$ cat src/rtl/rac_pkg.sv
// Function
// RL1 - Running application code: C0 app, 80 boot
// RL2 - Start application written into request register
// RL3 - Host polls code at 0x00 until matched
// RL4 - Command 0A triggers algorithm calibration
// RL5 - Calibration yields data set host must keep
// RL6 - Host reloads calibration before commands 02/0B
// RL7 - Iterations and threshold set through registers
// RL8 - Default parameters A3, 00, 04, D8
// RL9 - Closest object distance in millimetre steps
// RL10 - Host treats above 2500 mm as none
// RL11 - Ranging period programmable, at most 209 ms
// RL12 - Ranging nominally 33 ms, varies with mode
// RL13 - 8 ms init at start or temperature change
// RL14 - Boot takes nominally 3 ms
// RL15 - Ready within 8 ms after enable high
// RL16 - Long mode from 200 mm object distance
// RL17 - Long mode uses reduced detector array
// RL18 - Host tunes oscillator to 4.7 MHz
// RL19 - Register pointer auto-increments, survives STOP
// RL20 - Target address 0x41, changeable after power-up
// RL21 - Running code holds until new application starts
package rac_pkg;
	// Clock and time base
	localparam int unsigned CLK_HZ = 10_000_000;
	localparam int unsigned MS_PER_S = 1000;
	// Application codes
	localparam logic [7:0] APP_NONE = 8'h00;
	localparam logic [7:0] APP_BOOT = 8'h80;
	localparam logic [7:0] APP_MEAS = 8'hC0;
	// Register offsets
	localparam logic [7:0] REG_APP = 8'h00;
	localparam logic [7:0] REG_REV = 8'h01;
	localparam logic [7:0] REG_REQ = 8'h02;
	localparam logic [7:0] REG_CMD = 8'h10;
	localparam logic [7:0] REG_PARAM0 = 8'h11;
	localparam logic [7:0] REG_PERIOD = 8'h18;
	localparam logic [7:0] REG_STATUS = 8'h19;
	localparam logic [7:0] REG_DIST_LO = 8'h1A;
	localparam logic [7:0] REG_DIST_HI = 8'h1B;
	localparam logic [7:0] REG_DEVADDR = 8'h1C;
	localparam logic [7:0] REG_CAL_BASE = 8'h20;
	localparam int unsigned PARAM_COUNT = 7;
	// Status bit positions
	localparam int unsigned ST_READY = 0;
	localparam int unsigned ST_BUSY = 1;
	localparam int unsigned ST_LONG = 2;
	localparam int unsigned ST_CAL_LOADED = 3;
	localparam int unsigned ST_RESULT = 4;
	localparam int unsigned ST_CAL_DONE = 5;
	// Command codes
	localparam logic [7:0] CMD_MEAS_PERIODIC = 8'h02;
	localparam logic [7:0] CMD_MEAS_SINGLE = 8'h03;
	localparam logic [7:0] CMD_CALIBRATE = 8'h0A;
	localparam logic [7:0] CMD_ALGO_SINGLE = 8'h0B;
	localparam logic [7:0] CMD_STOP = 8'hFF;
	// Reset values
	localparam logic [7:0] PARAM6_RST = 8'hA3;
	localparam logic [7:0] PARAM3_RST = 8'h00;
	localparam logic [7:0] PARAM1_RST = 8'h04;
	localparam logic [7:0] PARAM0_RST = 8'hD8;
	localparam logic [7:0] PARAM_RST = 8'h00;
	localparam logic [7:0] PERIOD_RST = 8'h00;
	localparam logic [6:0] DEV_ADDR_RST = 7'h41;
	// Timing in milliseconds, distances in millimetres
	localparam logic [7:0] BOOT_MS = 8'd3;
	localparam logic [7:0] INIT_MS = 8'd8;
	localparam logic [7:0] READY_MS = 8'd8;
	localparam logic [7:0] RANGE_MS = 8'd33;
	localparam logic [7:0] PERIOD_MAX_MS = 8'd209;
	localparam logic [15:0] LONG_MODE_MM = 16'd200;
	localparam logic [15:0] NO_OBJECT_MM = 16'hFFFF;
	localparam logic [23:0] DEFAULT_ITER_K = {8'h00, PARAM1_RST, PARAM0_RST};
	// Sequencer states
	typedef enum logic [2:0] {
		st_off, st_boot, st_idle, st_init, st_meas, st_wait, st_cal
	} rac_state_e;
endpackage : rac_pkg

$ cat src/rtl/rac_ranging_control.sv
`timescale 1ns/1ps
`default_nettype none
module rac_ranging_control
	import rac_pkg::*;
#(
	parameter int unsigned MS_CYCLES = CLK_HZ / MS_PER_S,
	parameter int unsigned CAL_BYTES = 16,
	parameter logic [7:0] APP_MAJOR_REV = 8'h01
)
(
	// Clock and reset
	input wire logic clk_sys,
	input wire logic reset,
	// Pins
	input wire logic enable_pin,
	input wire logic temp_changed,
	// Byte port from the serial front end
	input wire logic bus_addr_valid,
	input wire logic [6:0] bus_addr,
	input wire logic bus_read,
	output logic bus_addr_ack,
	input wire logic bus_wr_valid,
	input wire logic [7:0] bus_wr_data,
	input wire logic bus_rd_req,
	output logic [7:0] bus_rd_data,
	input wire logic bus_stop,
	// Echo results from signal processing
	input wire logic echo_valid,
	input wire logic [15:0] echo_mm,
	input wire logic [7:0] echo_strength,
	// Analog and algorithm control
	output logic [15:0] iteration_count,
	output logic [7:0] detect_threshold,
	output logic photon_detector_array_reduced,
	output logic emitter_active,
	output logic elec_cal_active,
	output logic device_ready
);
	localparam int MS_W = $clog2(MS_CYCLES);
	localparam int CAL_IW = $clog2(CAL_BYTES);

	////////////////////////////////////////////////////////////////////////
	// Declarations
	logic en_meta, en_s, tc_meta, tc_s, tc_d;
	logic [MS_W-1:0] ms_cnt;
	logic [7:0] tmr, rdy_ms;
	rac_state_e state, next_state;
	logic [7:0] running_application, application_major_revision;
	logic [7:0] application_request, command_last, period_ms;
	logic [7:0] param [PARAM_COUNT];
	logic [7:0] cal_mem [CAL_BYTES];
	logic [CAL_IW-1:0] cal_idx;
	logic [6:0] dev_addr;
	logic [7:0] ptr, boot_target;
	logic selected, expect_ptr, req_pend, need_init, periodic, cal_mode;
	logic long_mode, cal_loaded, result_new, cal_done;
	logic [15:0] closest, distance;

	////////////////////////////////////////////////////////////////////////
	// Pin synchronisers and millisecond tick
	always_ff @(posedge clk_sys or posedge reset)
		if (reset)
		begin
			{en_meta, en_s, tc_meta, tc_s, tc_d} <= 5'h00;
		end
		else
		begin
			{en_meta, en_s} <= {enable_pin, en_meta};
			{tc_meta, tc_s, tc_d} <= {temp_changed, tc_meta, tc_s};
		end

	wire temp_rise = tc_s & ~tc_d;
	wire ms_tick = ms_cnt == MS_W'(MS_CYCLES - 1);

	// Free-running divider, so state timers are nominal to one tick
	always_ff @(posedge clk_sys or posedge reset)
		if (reset)
			ms_cnt <= '0;
		else
			ms_cnt <= ms_tick ? '0 : ms_cnt + 1'b1;

	////////////////////////////////////////////////////////////////////////
	// Byte port decode
	wire addr_hit = en_s && bus_addr == dev_addr; // [RL20]
	assign bus_addr_ack = bus_addr_valid && addr_hit;
	wire wr_en = bus_wr_valid && selected && !expect_ptr;
	wire rd_en = bus_rd_req && selected;
	wire wr_req = wr_en && ptr == REG_REQ;
	wire wr_cmd = wr_en && ptr == REG_CMD;
	wire wr_status = wr_en && ptr == REG_STATUS;
	wire [7:0] cal_off = ptr - REG_CAL_BASE;
	wire in_cal = ptr >= REG_CAL_BASE && cal_off < 8'(CAL_BYTES);
	wire [7:0] par_off = ptr - REG_PARAM0;
	wire in_par = ptr >= REG_PARAM0 && par_off < 8'(PARAM_COUNT);
	wire app_ok = running_application == APP_MEAS;
	wire go_cmd = wr_cmd && app_ok && (bus_wr_data == CMD_MEAS_PERIODIC
		|| bus_wr_data == CMD_MEAS_SINGLE || bus_wr_data == CMD_ALGO_SINGLE);
	wire cal_cmd = wr_cmd && app_ok && bus_wr_data == CMD_CALIBRATE; // [RL4]
	wire stop_cmd = wr_cmd && bus_wr_data == CMD_STOP;
	wire valid_app = bus_wr_data == APP_BOOT || bus_wr_data == APP_MEAS;
	wire [7:0] status = {2'b00, cal_done, result_new, cal_loaded, long_mode,
		state == st_meas || state == st_wait, device_ready};

	// Register read selection
	function automatic logic [7:0] read_reg(input logic [7:0] a);
		if (a == REG_APP)
			return running_application;
		else if (a == REG_REV)
			return application_major_revision;
		else if (a == REG_REQ)
			return application_request;
		else if (a == REG_CMD)
			return command_last;
		else if (in_par)
			return param[par_off[2:0]];
		else if (a == REG_PERIOD)
			return period_ms;
		else if (a == REG_STATUS)
			return status;
		else if (a == REG_DIST_LO)
			return distance[7:0];
		else if (a == REG_DIST_HI)
			return distance[15:8];
		else if (a == REG_DEVADDR)
			return {1'b0, dev_addr};
		else if (in_cal)
			return cal_mem[cal_off[CAL_IW-1:0]];
		return 8'h00;
	endfunction : read_reg

	// Pointer survives STOP; only a write's first byte reloads it
	always_ff @(posedge clk_sys or posedge reset)
		if (reset)
		begin
			selected <= 1'b0;
			expect_ptr <= 1'b0;
			ptr <= 8'h00;
			bus_rd_data <= 8'h00;
		end
		else if (bus_addr_valid)
		begin
			selected <= addr_hit;
			expect_ptr <= addr_hit && !bus_read;
		end
		else if (bus_stop)
			selected <= 1'b0;
		else if (bus_wr_valid && selected)
		begin
			expect_ptr <= 1'b0;
			ptr <= expect_ptr ? bus_wr_data : ptr + 8'h01; // [RL19]
		end
		else if (rd_en)
		begin
			bus_rd_data <= read_reg(ptr);
			ptr <= ptr + 8'h01; // [RL19]
		end

	////////////////////////////////////////////////////////////////////////
	// Measurement duration scales with iterations; default gives 33 ms
	wire [23:0] iter_k = {8'h00, param[1], param[0]};
	wire [31:0] dur_q = (32'(iter_k) * 32'(RANGE_MS) + 32'(DEFAULT_ITER_K >> 1))
		/ 32'(DEFAULT_ITER_K);
	wire [7:0] dur_ms = dur_q > 32'd255 ? 8'hFF :
		dur_q == 32'd0 ? 8'h01 : dur_q[7:0]; // [RL12]
	wire [7:0] wait_ms = period_ms > dur_ms ? period_ms - dur_ms : 8'h00;

	// Sequencer
	always_comb
	begin
		next_state = state;
		if (!en_s)
			next_state = st_off;
		else
			unique case (state)
				st_off: next_state = st_boot;
				st_boot: if (tmr >= BOOT_MS) next_state = st_idle; // [RL14]
				st_idle:
					if (req_pend)
						next_state = st_boot;
					else if (go_cmd || cal_cmd)
						next_state = need_init ? st_init :
							cal_cmd ? st_cal : st_meas;
				st_init:
					if (stop_cmd)
						next_state = st_idle;
					else if (tmr >= INIT_MS) // [RL13]
						next_state = cal_mode ? st_cal : st_meas;
				st_meas:
					if (stop_cmd)
						next_state = st_idle;
					else if (tmr >= dur_ms)
						next_state = periodic ? st_wait : st_idle;
				st_wait:
					if (stop_cmd)
						next_state = st_idle;
					else if (tmr >= wait_ms) // [RL11]
						next_state = need_init ? st_init : st_meas; // [RL13]
				st_cal: if (tmr >= RANGE_MS) next_state = st_idle; // [RL5]
				// Unused state code falls back to power-off
				default: next_state = st_off;
			endcase
	end

	wire state_chg = next_state != state;
	wire meas_end = state == st_meas && next_state != st_meas && !stop_cmd;

	// State, timers and registered control outputs
	always_ff @(posedge clk_sys or posedge reset)
		if (reset)
		begin
			state <= st_off;
			tmr <= 8'h00;
			rdy_ms <= 8'h00;
			emitter_active <= 1'b0;
			elec_cal_active <= 1'b0;
			device_ready <= 1'b0;
		end
		else
		begin
			state <= next_state;
			tmr <= state_chg ? 8'h00 : tmr + 8'(ms_tick && tmr != 8'hFF);
			rdy_ms <= !en_s ? 8'h00 : rdy_ms + 8'(ms_tick && rdy_ms < READY_MS);
			device_ready <= en_s && rdy_ms >= READY_MS; // [RL15]
			emitter_active <= next_state == st_meas || next_state == st_cal;
			elec_cal_active <= next_state == st_init;
		end

	// Application selection
	always_ff @(posedge clk_sys or posedge reset)
		if (reset)
		begin
			running_application <= APP_NONE; // [RL1]
			application_major_revision <= 8'h00;
			application_request <= 8'h00;
			boot_target <= APP_BOOT;
			req_pend <= 1'b0;
		end
		else
		begin
			if (wr_en && ptr == REG_REV)
				application_major_revision <= bus_wr_data;
			if (wr_req)
				application_request <= bus_wr_data;
			// A request written while booting is kept, not lost
			if (wr_req && valid_app)
				req_pend <= 1'b1; // [RL2]
			else if (state == st_idle && next_state == st_boot)
				req_pend <= 1'b0;
			if (state == st_off)
			begin
				running_application <= APP_NONE;
				boot_target <= APP_BOOT;
			end
			else if (state == st_idle && next_state == st_boot)
				boot_target <= application_request; // [RL2]
			// Code changes only once the new application runs
			if (state == st_boot && next_state == st_idle)
			begin
				running_application <= boot_target; // [RL21] [RL1]
				application_major_revision <= APP_MAJOR_REV;
			end
		end

	// Command, parameter and address registers
	always_ff @(posedge clk_sys or posedge reset)
		if (reset)
		begin
			command_last <= 8'h00;
			period_ms <= PERIOD_RST;
			dev_addr <= DEV_ADDR_RST; // [RL20]
			periodic <= 1'b0;
			cal_mode <= 1'b0;
			for (int i = 0; i < PARAM_COUNT; i++)
				param[i] <= PARAM_RST;
			param[0] <= PARAM0_RST; // [RL8]
			param[1] <= PARAM1_RST; // [RL8]
			param[3] <= PARAM3_RST; // [RL8]
			param[6] <= PARAM6_RST; // [RL8]
		end
		else
		begin
			if (wr_cmd)
				command_last <= bus_wr_data;
			if (state == st_idle && (go_cmd || cal_cmd))
			begin
				periodic <= bus_wr_data == CMD_MEAS_PERIODIC;
				cal_mode <= cal_cmd;
			end
			if (wr_en && in_par)
				param[par_off[2:0]] <= bus_wr_data; // [RL7]
			if (wr_en && ptr == REG_PERIOD) // Longer requests are clamped
				period_ms <= bus_wr_data > PERIOD_MAX_MS ?
					PERIOD_MAX_MS : bus_wr_data; // [RL11]
			if (wr_en && ptr == REG_DEVADDR)
				dev_addr <= bus_wr_data[6:0]; // [RL20]
		end

	////////////////////////////////////////////////////////////////////////
	// Closest echo search and result
	wire echo_ok = echo_valid && echo_strength > param[3]; // [RL7]
	always_ff @(posedge clk_sys or posedge reset)
		if (reset)
		begin
			closest <= NO_OBJECT_MM;
			distance <= NO_OBJECT_MM;
			long_mode <= 1'b0;
		end
		else if (state != st_meas)
			closest <= NO_OBJECT_MM;
		else if (meas_end)
		begin
			distance <= closest; // [RL9]
			long_mode <= closest >= LONG_MODE_MM; // [RL16]
		end
		else if (echo_ok && echo_mm < closest)
			closest <= echo_mm; // [RL9]

	// Sticky flags: hardware set wins over software clear
	always_ff @(posedge clk_sys or posedge reset)
		if (reset)
		begin
			need_init <= 1'b1;
			result_new <= 1'b0;
			cal_done <= 1'b0;
			cal_loaded <= 1'b0;
		end
		else
		begin
			if (state == st_off || temp_rise)
				need_init <= 1'b1; // [RL13]
			else if (state == st_init && next_state != st_init && !stop_cmd)
				need_init <= 1'b0;
			if (meas_end)
				result_new <= 1'b1;
			else if (wr_status && bus_wr_data[ST_RESULT])
				result_new <= 1'b0;
			if (state == st_cal && next_state == st_idle)
				cal_done <= 1'b1; // [RL5]
			else if (wr_status && bus_wr_data[ST_CAL_DONE])
				cal_done <= 1'b0;
			if (state == st_off)
				cal_loaded <= 1'b0;
			else if (wr_en && in_cal && cal_off == 8'(CAL_BYTES - 1))
				cal_loaded <= 1'b1; // [RL6]
		end

	// Calibration store: device fills it, host reads it out and back
	always_ff @(posedge clk_sys or posedge reset)
		if (reset)
		begin
			cal_idx <= '0;
			for (int i = 0; i < CAL_BYTES; i++)
				cal_mem[i] <= 8'h00;
		end
		else if (state == st_cal)
		begin
			if (echo_valid)
			begin
				cal_mem[cal_idx] <= echo_strength; // [RL5]
				cal_idx <= cal_idx + 1'b1;
			end
		end
		else
		begin
			cal_idx <= '0;
			if (wr_en && in_cal)
				cal_mem[cal_off[CAL_IW-1:0]] <= bus_wr_data; // [RL6]
		end

	// Algorithm settings and array selection
	assign iteration_count = {param[1], param[0]}; // [RL7]
	assign detect_threshold = param[3]; // [RL7]
	assign photon_detector_array_reduced = long_mode; // [RL17]
endmodule : rac_ranging_control
`default_nettype wire

$ cat config.mk
export PLATFORM = sky130hd
export DESIGN_NAME = rac_ranging_control
export DESIGN_NICKNAME = d
export VERILOG_FILES = /design/src/rtl/rac_pkg.sv /design/src/rtl/rac_ranging_control.sv
export SDC_FILE = /design/constraint.sdc
export NUM_CORES = 1
export LEC_CHECK = 0
export BUFFER_PORTS_ARGS = -buffer_cell sky130_fd_sc_hd__buf_4
export CAP_MARGIN = 30
export CORE_MARGIN = 2
export CORE_UTILIZATION = 40
export DETAILED_ROUTE_END_ITERATION = 16
export GPL_TIMING_DRIVEN = 0
export PLACE_DENSITY = 0.56
export SYNTH_ARGS = -nofsm -noshare
export SYNTH_HDL_FRONTEND = slang
export SYNTH_SLANG_ARGS = --single-unit
$ cat constraint.sdc
create_clock -name clk_sys -period 34.2 [get_ports clk_sys]
set_clock_uncertainty 0.1 [all_clocks]
set_input_delay 5.13 -clock clk_sys [delete_from_list [all_inputs] [get_ports clk_sys]]
set_output_delay 5.13 -clock clk_sys [all_outputs]
set_load 0.05 [all_outputs]
## Word level (Yosys, flattened, before mapping)

Index checks and enable logic that the tools add are counted.

| word-level totals | value |
|---|---|
| register bits after elaboration | 342 |
| bits of input ports | 49 |
| output and inout bits | 37 |
| logic and storage cells | 308 |

| operators by class | value |
|---|---|
| add/subtract/negate cells | 9 |
| multipliers | 1 |
| divide/modulo/power cells | 1 |
| $lt $le $gt $ge | 23 |
| eq/ne operators | 38 |
| mux-type cells | 98 |
| bitwise logic cells | 9 |
| reductions and logical operators | 72 |

Operators with widths:

| kind | count |
|---|---|
| two-way mux 128 bit | 3 |
| two-way mux 8 bit | 34 |
| bitwise mux 128 bit | 2 |
| demux 8 bit (select 4 bit) | 2 |
| bitwise mux 56 bit | 1 |
| equality test 8 x 5 -> 1 bit, second input constant | 6 |
| two-way mux 16 bit | 3 |
| two-way mux 3 bit | 14 |
| logical AND 1 bit | 40 |
| binary-select mux 8 bit (select 4 bit) | 1 |
| divider 32 x 11 -> 32 bit, second input constant | 1 |
| equality test 8 bit, second input constant | 4 |
| > comparator 32 x 8 -> 1 bit, second input constant | 1 |
| logical NOT 32 bit | 1 |
| two-way mux 1 bit | 30 |
| nonzero test 2 bit | 13 |
| binary-select mux 8 bit (select 3 bit) | 1 |
| demux 8 bit (select 3 bit) | 1 |
| equality test 8 x 2 -> 1 bit, second input constant | 3 |
| equality test 8 x 4 -> 1 bit, second input constant | 3 |
| adder 22 x 10 -> 23 bit, second input constant | 1 |
| multiplier 16 x 6 -> 22 bit, second input constant | 1 |
| one-hot mux 3 bit (7 select lines) | 1 |
| adder 8 x 1 -> 8 bit | 2 |
| 48 further kinds | 82 |

## Depth between registers and ports, before layout

| depth | value |
|---|---|
| word-level depth | 19 |
| depth in mapped cells | 95 |
| depth with buffers taken out | 80 |

## Worst setup path after synthesis

No wires, ideal clock.

| timing | value |
|---|---|
| path type | reg2reg |
| start | reg param, in the netlist iteration_count[2] |
| end | reg closest[10] |
| arrival time | 19.108 ns |
| data required time | 34.023 ns |
| setup slack | 14.914 ns |
| cell stages (with the launch flop) | 90 |
| path buffers | 9 |
| clock period less this slack | 19.286 ns |
| path through | dfrtp_1 > fa_1 > ha_1 > inv_1 > fa_1 > inv_1 > ha_1 > clkbuf_2 > and2_1 > a221oi_2 > mux2_2 > o211ai_1 > a2111oi_4 > o31a_1 > or3_1 > and2_1 > buf_4 > a211oi_1 > [54 not listed] > nor2b_1 > o21ai_0 > nand2b_1 > a21oi_1 > nor2b_1 > o21ai_0 > nand2b_1 > a21oi_1 > o211ai_1 > o21ai_0 > inv_1 > nor2_1 > nand2_1 > o211ai_1 > a21boi_1 > clkbuf_1 > nor2_1 > a31oi_1 |

| on the way | value |
|---|---|
| longest elaborated chain between the ends | 18 |
| elaborated cells on any way between the ends | 23 |

Ends and longest elaborated chain:

| what | RTL line | text |
|---|---|---|
| from (decl) | rac_ranging_control.sv:50 | `logic [7:0] param [PARAM_COUNT];` |
| from (signal, indexed assignment) | rac_ranging_control.sv:290 | `param[par_off[2:0]] <= bus_wr_data;` |
| multiplier 16 x 6 -> 22 bit * | rac_ranging_control.sv:161 | `wire [31:0] dur_q = (32'(iter_k) * 32'(RANGE_MS) + 32'(DEFAULT_ITER_K >> 1))` |
| adder 22 x 10 -> 23 bit * | rac_ranging_control.sv:161 |  |
| divider 32 x 11 -> 32 bit * | rac_ranging_control.sv:162 | `/ 32'(DEFAULT_ITER_K);` |
| parallel branches: the longest is 2 deep, another holds > comparator 32 x 8 -> 1 bit | -- |  |
| two-way mux 8 bit * | rac_ranging_control.sv:163 | `wire [7:0] dur_ms = dur_q > 32'd255 ? 8'hFF :` |
| subtractor 8 bit or > comparator 8 bit (tied branches) | rac_ranging_control.sv:165 | `wire [7:0] wait_ms = period_ms > dur_ms ? period_ms - dur_ms : 8'h00;` |
| two-way mux 8 bit | rac_ranging_control.sv:165 |  |
| greater-or-equal comparator 8 bit | rac_ranging_control.sv:196 | `else if (tmr >= wait_ms)` |
| two-way mux 3 bit | rac_ranging_control.sv:196 |  |
| two-way mux 3 bit | rac_ranging_control.sv:194 | `if (stop_cmd)` |
| one-hot mux 3 bit (7 select lines) * | rac_ranging_control.sv:174 | `unique case (state)` |
| two-way mux 3 bit * | rac_ranging_control.sv:171 | `if (!en_s)` |
| via next_state[2] | rac_ranging_control.sv:47 | `rac_state_e state, next_state;` |
| != test 3 bit * | rac_ranging_control.sv:205 | `wire meas_end = state == st_meas && next_state != st_meas && !stop_cmd;` |
| logical AND 1 bit * (2 in series) | rac_ranging_control.sv:205 |  |
| != test 2 x 1 -> 1 bit (no source line) * | -- |  |
| AND reduction 2 bit (no source line) * | -- |  |
| to (signal assigned) | rac_ranging_control.sv:316 | `closest <= echo_mm;` |
| to (decl) | rac_ranging_control.sv:57 | `logic [15:0] closest, distance;` |

Mark *: on every way through the listed nets, which the timed path passes.
A chain may end at the register's enable or synchronous reset.

## Worst setup path after layout

| timing | value |
|---|---|
| start | reg param, in the netlist iteration_count[4] |
| end | reg closest[7] |

Same word-level chain as after synthesis.

==> implementation parameters <==
Parameter                              Value

Drt
  Detailed-route wire length per cell ... 22.9 µm
  Wire length on met2 ... approximately 47000 µm
  WL met3 ... about 6200 µm
  Total wirelength of the detailed-routed design ... roughly 100000 µm
  Post-route DRC ... 0
  Total vias in the final route ... between 20000 and 30000
  Uppermost signal routing layer after detailed routing ... met5
  First-iteration detailed-routing DRC count ... roughly 2800
  Number of iterations in the first detailed-routing pass ... 5
  Post-detailed-route count of antenna-violating nets ... 0
  Wire length on met1 ... between 40000 and 50000 µm
  Vias per cell ... about 6.2

Timing
  Headroom to the max-slew limit ... about 29%
  RSZ-0062 raised after global routing ... false
  Count of final max-slew check failures ... 0
  Period utilization ... a little over two thirds
  Worst-margin pin slew ... approximately 1.1 ns
  Worst path setup slack after routing ... ~10 ns
  Final hold viol count ... 0
  Sum Neg Setup Slack ... 0 ns
  Post-layout min period ... between 20 and 25 ns
  Final setup viols ... 0
  Maximum achievable frequency ... ~41 MHz

Floorplanning
  # rows ... 96
  Chip height ... around 270 µm
  Number of top-level design ports ... 86
  Initial core utilization ... 40.6%
  Core Area ... 0.0689 mm²
  Horizontal die dimension ... roughly 270 µm
  Die outline area ... slightly above 0.07 mm²

Yosys
  Commonest cells in the synthesized netlist ... sky130_fd_sc_hd__nand2_1, sky130_fd_sc_hd__dfrtp_1, sky130_fd_sc_hd__nor2_1, sky130_fd_sc_hd__o21ai_0, sky130_fd_sc_hd__a21oi_1
  Dominant register cell in the synthesized netlist ... sky130_fd_sc_hd__dfrtp_1
  Sequential fraction of the synthesis area ... 30.8%
  Yosys top cell area share ... between 20% and 30%
  Largest cells by area after synthesis ... sky130_fd_sc_hd__dfrtp_1, sky130_fd_sc_hd__nand2_1, sky130_fd_sc_hd__ha_1
  Gate count after technology mapping ... roughly 3300
  Post-synthesis instance area ... between 0.02 and 0.03 mm²
  Number of distinct library cells after synthesis ... between 100 and 150
  Number of storage elements in the synthesis netlist ... 342
  Post-synth EDFFs ... 0
  Ys Warns ... 0
  Post-synth net total ... ~3400
  Synthesized area per cell ... ~8.6 µm²
  Share of flip-flops with an asynchronous set or reset after synthesis ... 100%
  Biggest area consumer among synthesized cells ... sky130_fd_sc_hd__dfrtp_1
  Most common cell in the synthesized netlist ... sky130_fd_sc_hd__nand2_1

Placement
  Routability cong. ... around 0.97
  Worst Setup Slack post-DPL ... 10.53 ns
  Post-DP Area ... roughly 0.03 mm²
  Number of instances in the placed design ... ~4300
  Port-buffer cells ... 80
  HPWL reported at the end of detailed placement ... ~76000 µm

Clocking
  Number of buffers added by the clock tree synthesis step ... 38
  H-tree depth reported by CTS ... 2
  Clock Root Buffer ... sky130_fd_sc_hd__clkbuf_16
  Clock tree from TritonCTS ... done
  Clk Latency, worst-skew pair ... about 0.55 ns
  Number of buffers on the longest clock path ... 3
  Cts repair resizes ... 0
  Number of buffers inserted for hold repair after clock tree synthesis ... 0
  # clock sinks ... approximately 340
  Number of setup buffers added after CTS ... 0
  Post-CTS clock slew at the launch and capture registers of the worst setup and hold paths ... roughly 0.060 ns

Final layout
  Area of all sequential standard cells ... 0.00861 mm²
  Number of nets in the finished design ... 3550
  Post-Layout Inst Area ... 0.0312 mm²
  Area added between synthesis and finish ... 11.5%
  Final non-filler cell total ... roughly 4400
  Multi-input gate area ... between 0.015 and 0.02 mm²
  Count of fill cells added during filler insertion ... around 6900
  Ratio of cells with drive above 1 in the final layout ... about 15%

Power
  Sw Pwr ... 205 µW
  PnR Total Power ... approximately 870 µW
  Sequential Power Share ... 46.6%
  Worst vdd rail ir drop ... between 0.03 and 0.04 mV
  Static leakage ... 0.0129 µW
  Clock power frac ... 48.8%
  Pwr/cell area ... about 28 mW/mm²
  Cell-internal power ... roughly 660 µW
  Switching portion of total power ... 23.6%
  Proportion of power drawn by combinational gates ... under 10%

Worst setup path
  Longest individual stage delay on the worst path ... 0.89 ns
  Worst-case reg-to-reg path depth ... slightly below 90
  Critical path peak fanout ... 10
  Crit path required time ... between 30 and 40 ns
  Reg2reg setup slack ... approximately 10 ns
  Worst setup EP type ... flip-flop
  Worst R2R Start ... iteration_count[4]$_DFFE_PP1P_
  Endpoint of the worst register-to-register path ... closest[7]$_DFFE_PP1P_
  Critical path data arrival time ... between 20 and 25 ns
  Category of the worst setup path launch point ... flip-flop
  Startpoint-to-endpoint class of the critical path ... flip-flop to flip-flop
  Critical-path cell with the highest stage delay ... sky130_fd_sc_hd__a2111oi_0
  Cell repeated most along the worst path ... sky130_fd_sc_hd__a21oi_1

Outcome
  Outcome ... completed

Global routing
  Global-route usage over all layers ... between 20% and 30%
  Initial antenna violation count ... 1
  Sum of overflow across all layers after global routing ... 0
  Via count of the first global-routing pass ... 26500
  Largest net degree at the start of global routing ... around 120
  First-pass GRT wire length ... ~150000 µm

Hold path
  Hold wc startpoint ... en_meta$_DFF_PP0_
  Type of the tightest min-delay check ... flip-flop to flip-flop
  Endpoint of the worst hold-timing path ... en_s$_DFF_PP0_
  Cells on Worst Hold Path ... 0

Job
  Number of max-cap violations ... 0
==> metrics by stage <==
step	hold WS [ns]	utilization (%)
final	0.247	45.3
after global placement	0.238	43.1
after CTS	0.248	45.2
after global routing	0.255	45.2
after floorplan	0.231	-
after detailed placement	0.235	43.4
==> cells in the final DEF (no fill, tap or decap), drive strengths merged, types with 40 or more instances in the layout <==
| cell type | Yosys | routed |
|---|---|---|
| and2 | 40 | 40 |
| mux4 | 42 | 42 |
| xnor2 | 116 | 116 |
| dfstp | 45 | 45 |
| nor3 | 79 | 79 |
| ha | 106 | 106 |
| a211oi | 65 | 65 |
| clkbuf | 135 | 187 |
| inv | 92 | 92 |
| mux2 | 91 | 91 |
| a31oi | 42 | 42 |
| nand2 | 392 | 392 |
| xor2 | 43 | 43 |
| nand4 | 41 | 41 |
| nand3 | 120 | 120 |
| nor2 | 271 | 271 |
| dfrtp | 297 | 297 |
| o21ai | 255 | 255 |
| o21a | 49 | 49 |
| buf | 80 | 171 |
| a21oi | 162 | 162 |
| o22a | 92 | 92 |
==> worst max-delay path by stage <==
| stage | depth (start not counted) | endpoint | start |
|---|---|---|---|
| 3_3_place_gp | 85 | closest[2]$_DFFE_PP1P_ | iteration_count[4]$_DFFE_PP1P_ |
| 5_1_grt | 86 | closest[5]$_DFFE_PP1P_ | iteration_count[4]$_DFFE_PP1P_ |
| 4_1_cts | 86 | closest[7]$_DFFE_PP1P_ | iteration_count[4]$_DFFE_PP1P_ |
| 3_5_place_dp | 85 | closest[7]$_DFFE_PP1P_ | iteration_count[4]$_DFFE_PP1P_ |
| 2_1_floorplan | 89 | closest[10]$_DFFE_PP1P_ | iteration_count[2]$_DFFE_PP0P_ |
| 6_report | 87 | closest[7]$_DFFE_PP1P_ | iteration_count[4]$_DFFE_PP1P_ |
==> state kept, by name, indices dropped and copies added (netlist names), 7 cells and up <==
register	cells
rdy_ms	8
running_application	8
closest	16
boot_target	8
command_last	8
period_ms	8
iteration_count	16
tmr	8
param	32
cal_mem	128
distance	16
bus_rd_data	8
application_request	8
dev_addr	7
application_major_revision	8
detect_threshold	8
ms_cnt	14
ptr	8
==> power by group through the flow <==
stage / sequential [µW] / combinational (µW) / clock [µW]
floorplan: 413 / 19.9 / 0
global placement: 413 / 37.1 / 0
detailed placement: 413 / 39.7 / 0
CTS: 405 / 39.8 / 433
global route: 405 / 43.2 / 449
finish: 406 / 40.0 / 424
==> area by class of cell <==
| type | count | share of cell area [%] |
|---|---|---|
| multi-input cells | 2610 | 57.7 |
| flip-flops and latches | 342 | 27.6 |
| well taps | 931 | 3.73 |
| clock buffers | 52 | 3.41 |
| plain buffers | 215 | 3.28 |
| repair buffers | 91 | 2.47 |
| inverters | 92 | 1.13 |
| clock inverters | 16 | 0.650 |
| diodes | 2 | 0.0160 |
==> worst max-delay path, delay by kind of cell (launching register included) <==
family	cells	cell delay [ns]
AOI/OAI and AO/OA	47	15.05
and+or+nand+nor	21	3.43
buffers and inverters	11	1.95
adders and majority gates	6	1.90
DFF	1	0.61
xor gates and xnor gates	1	0.55
muxes	1	0.36
==> logic make-up (layout without fill, tap and decap cells) <==
group / Yosys count / in the layout / share of synthesized area, %
and+or+nand+nor: 1167 / 1167 / 20.0
other: 0 / 2 / 0
AOI/OAI and AO/OA: 1006 / 1006 / 25.9
adders and majority gates: 113 / 113 / 5.17
muxes: 164 / 164 / 8.16
buffers and inverters: 307 / 466 / 4.90
xor gates and xnor gates: 160 / 160 / 5.11
DFF: 342 / 342 / 30.8
==> metal layers <==
layer  vias up  global-route usage [%]
li1      12400                       -
met1     13400                    36.4
met2      1136                    45.3
met3       234                    3.01
met4         2                    9.95
met5         -                       0
No activity file was read; power rests on OpenSTA's default activity.
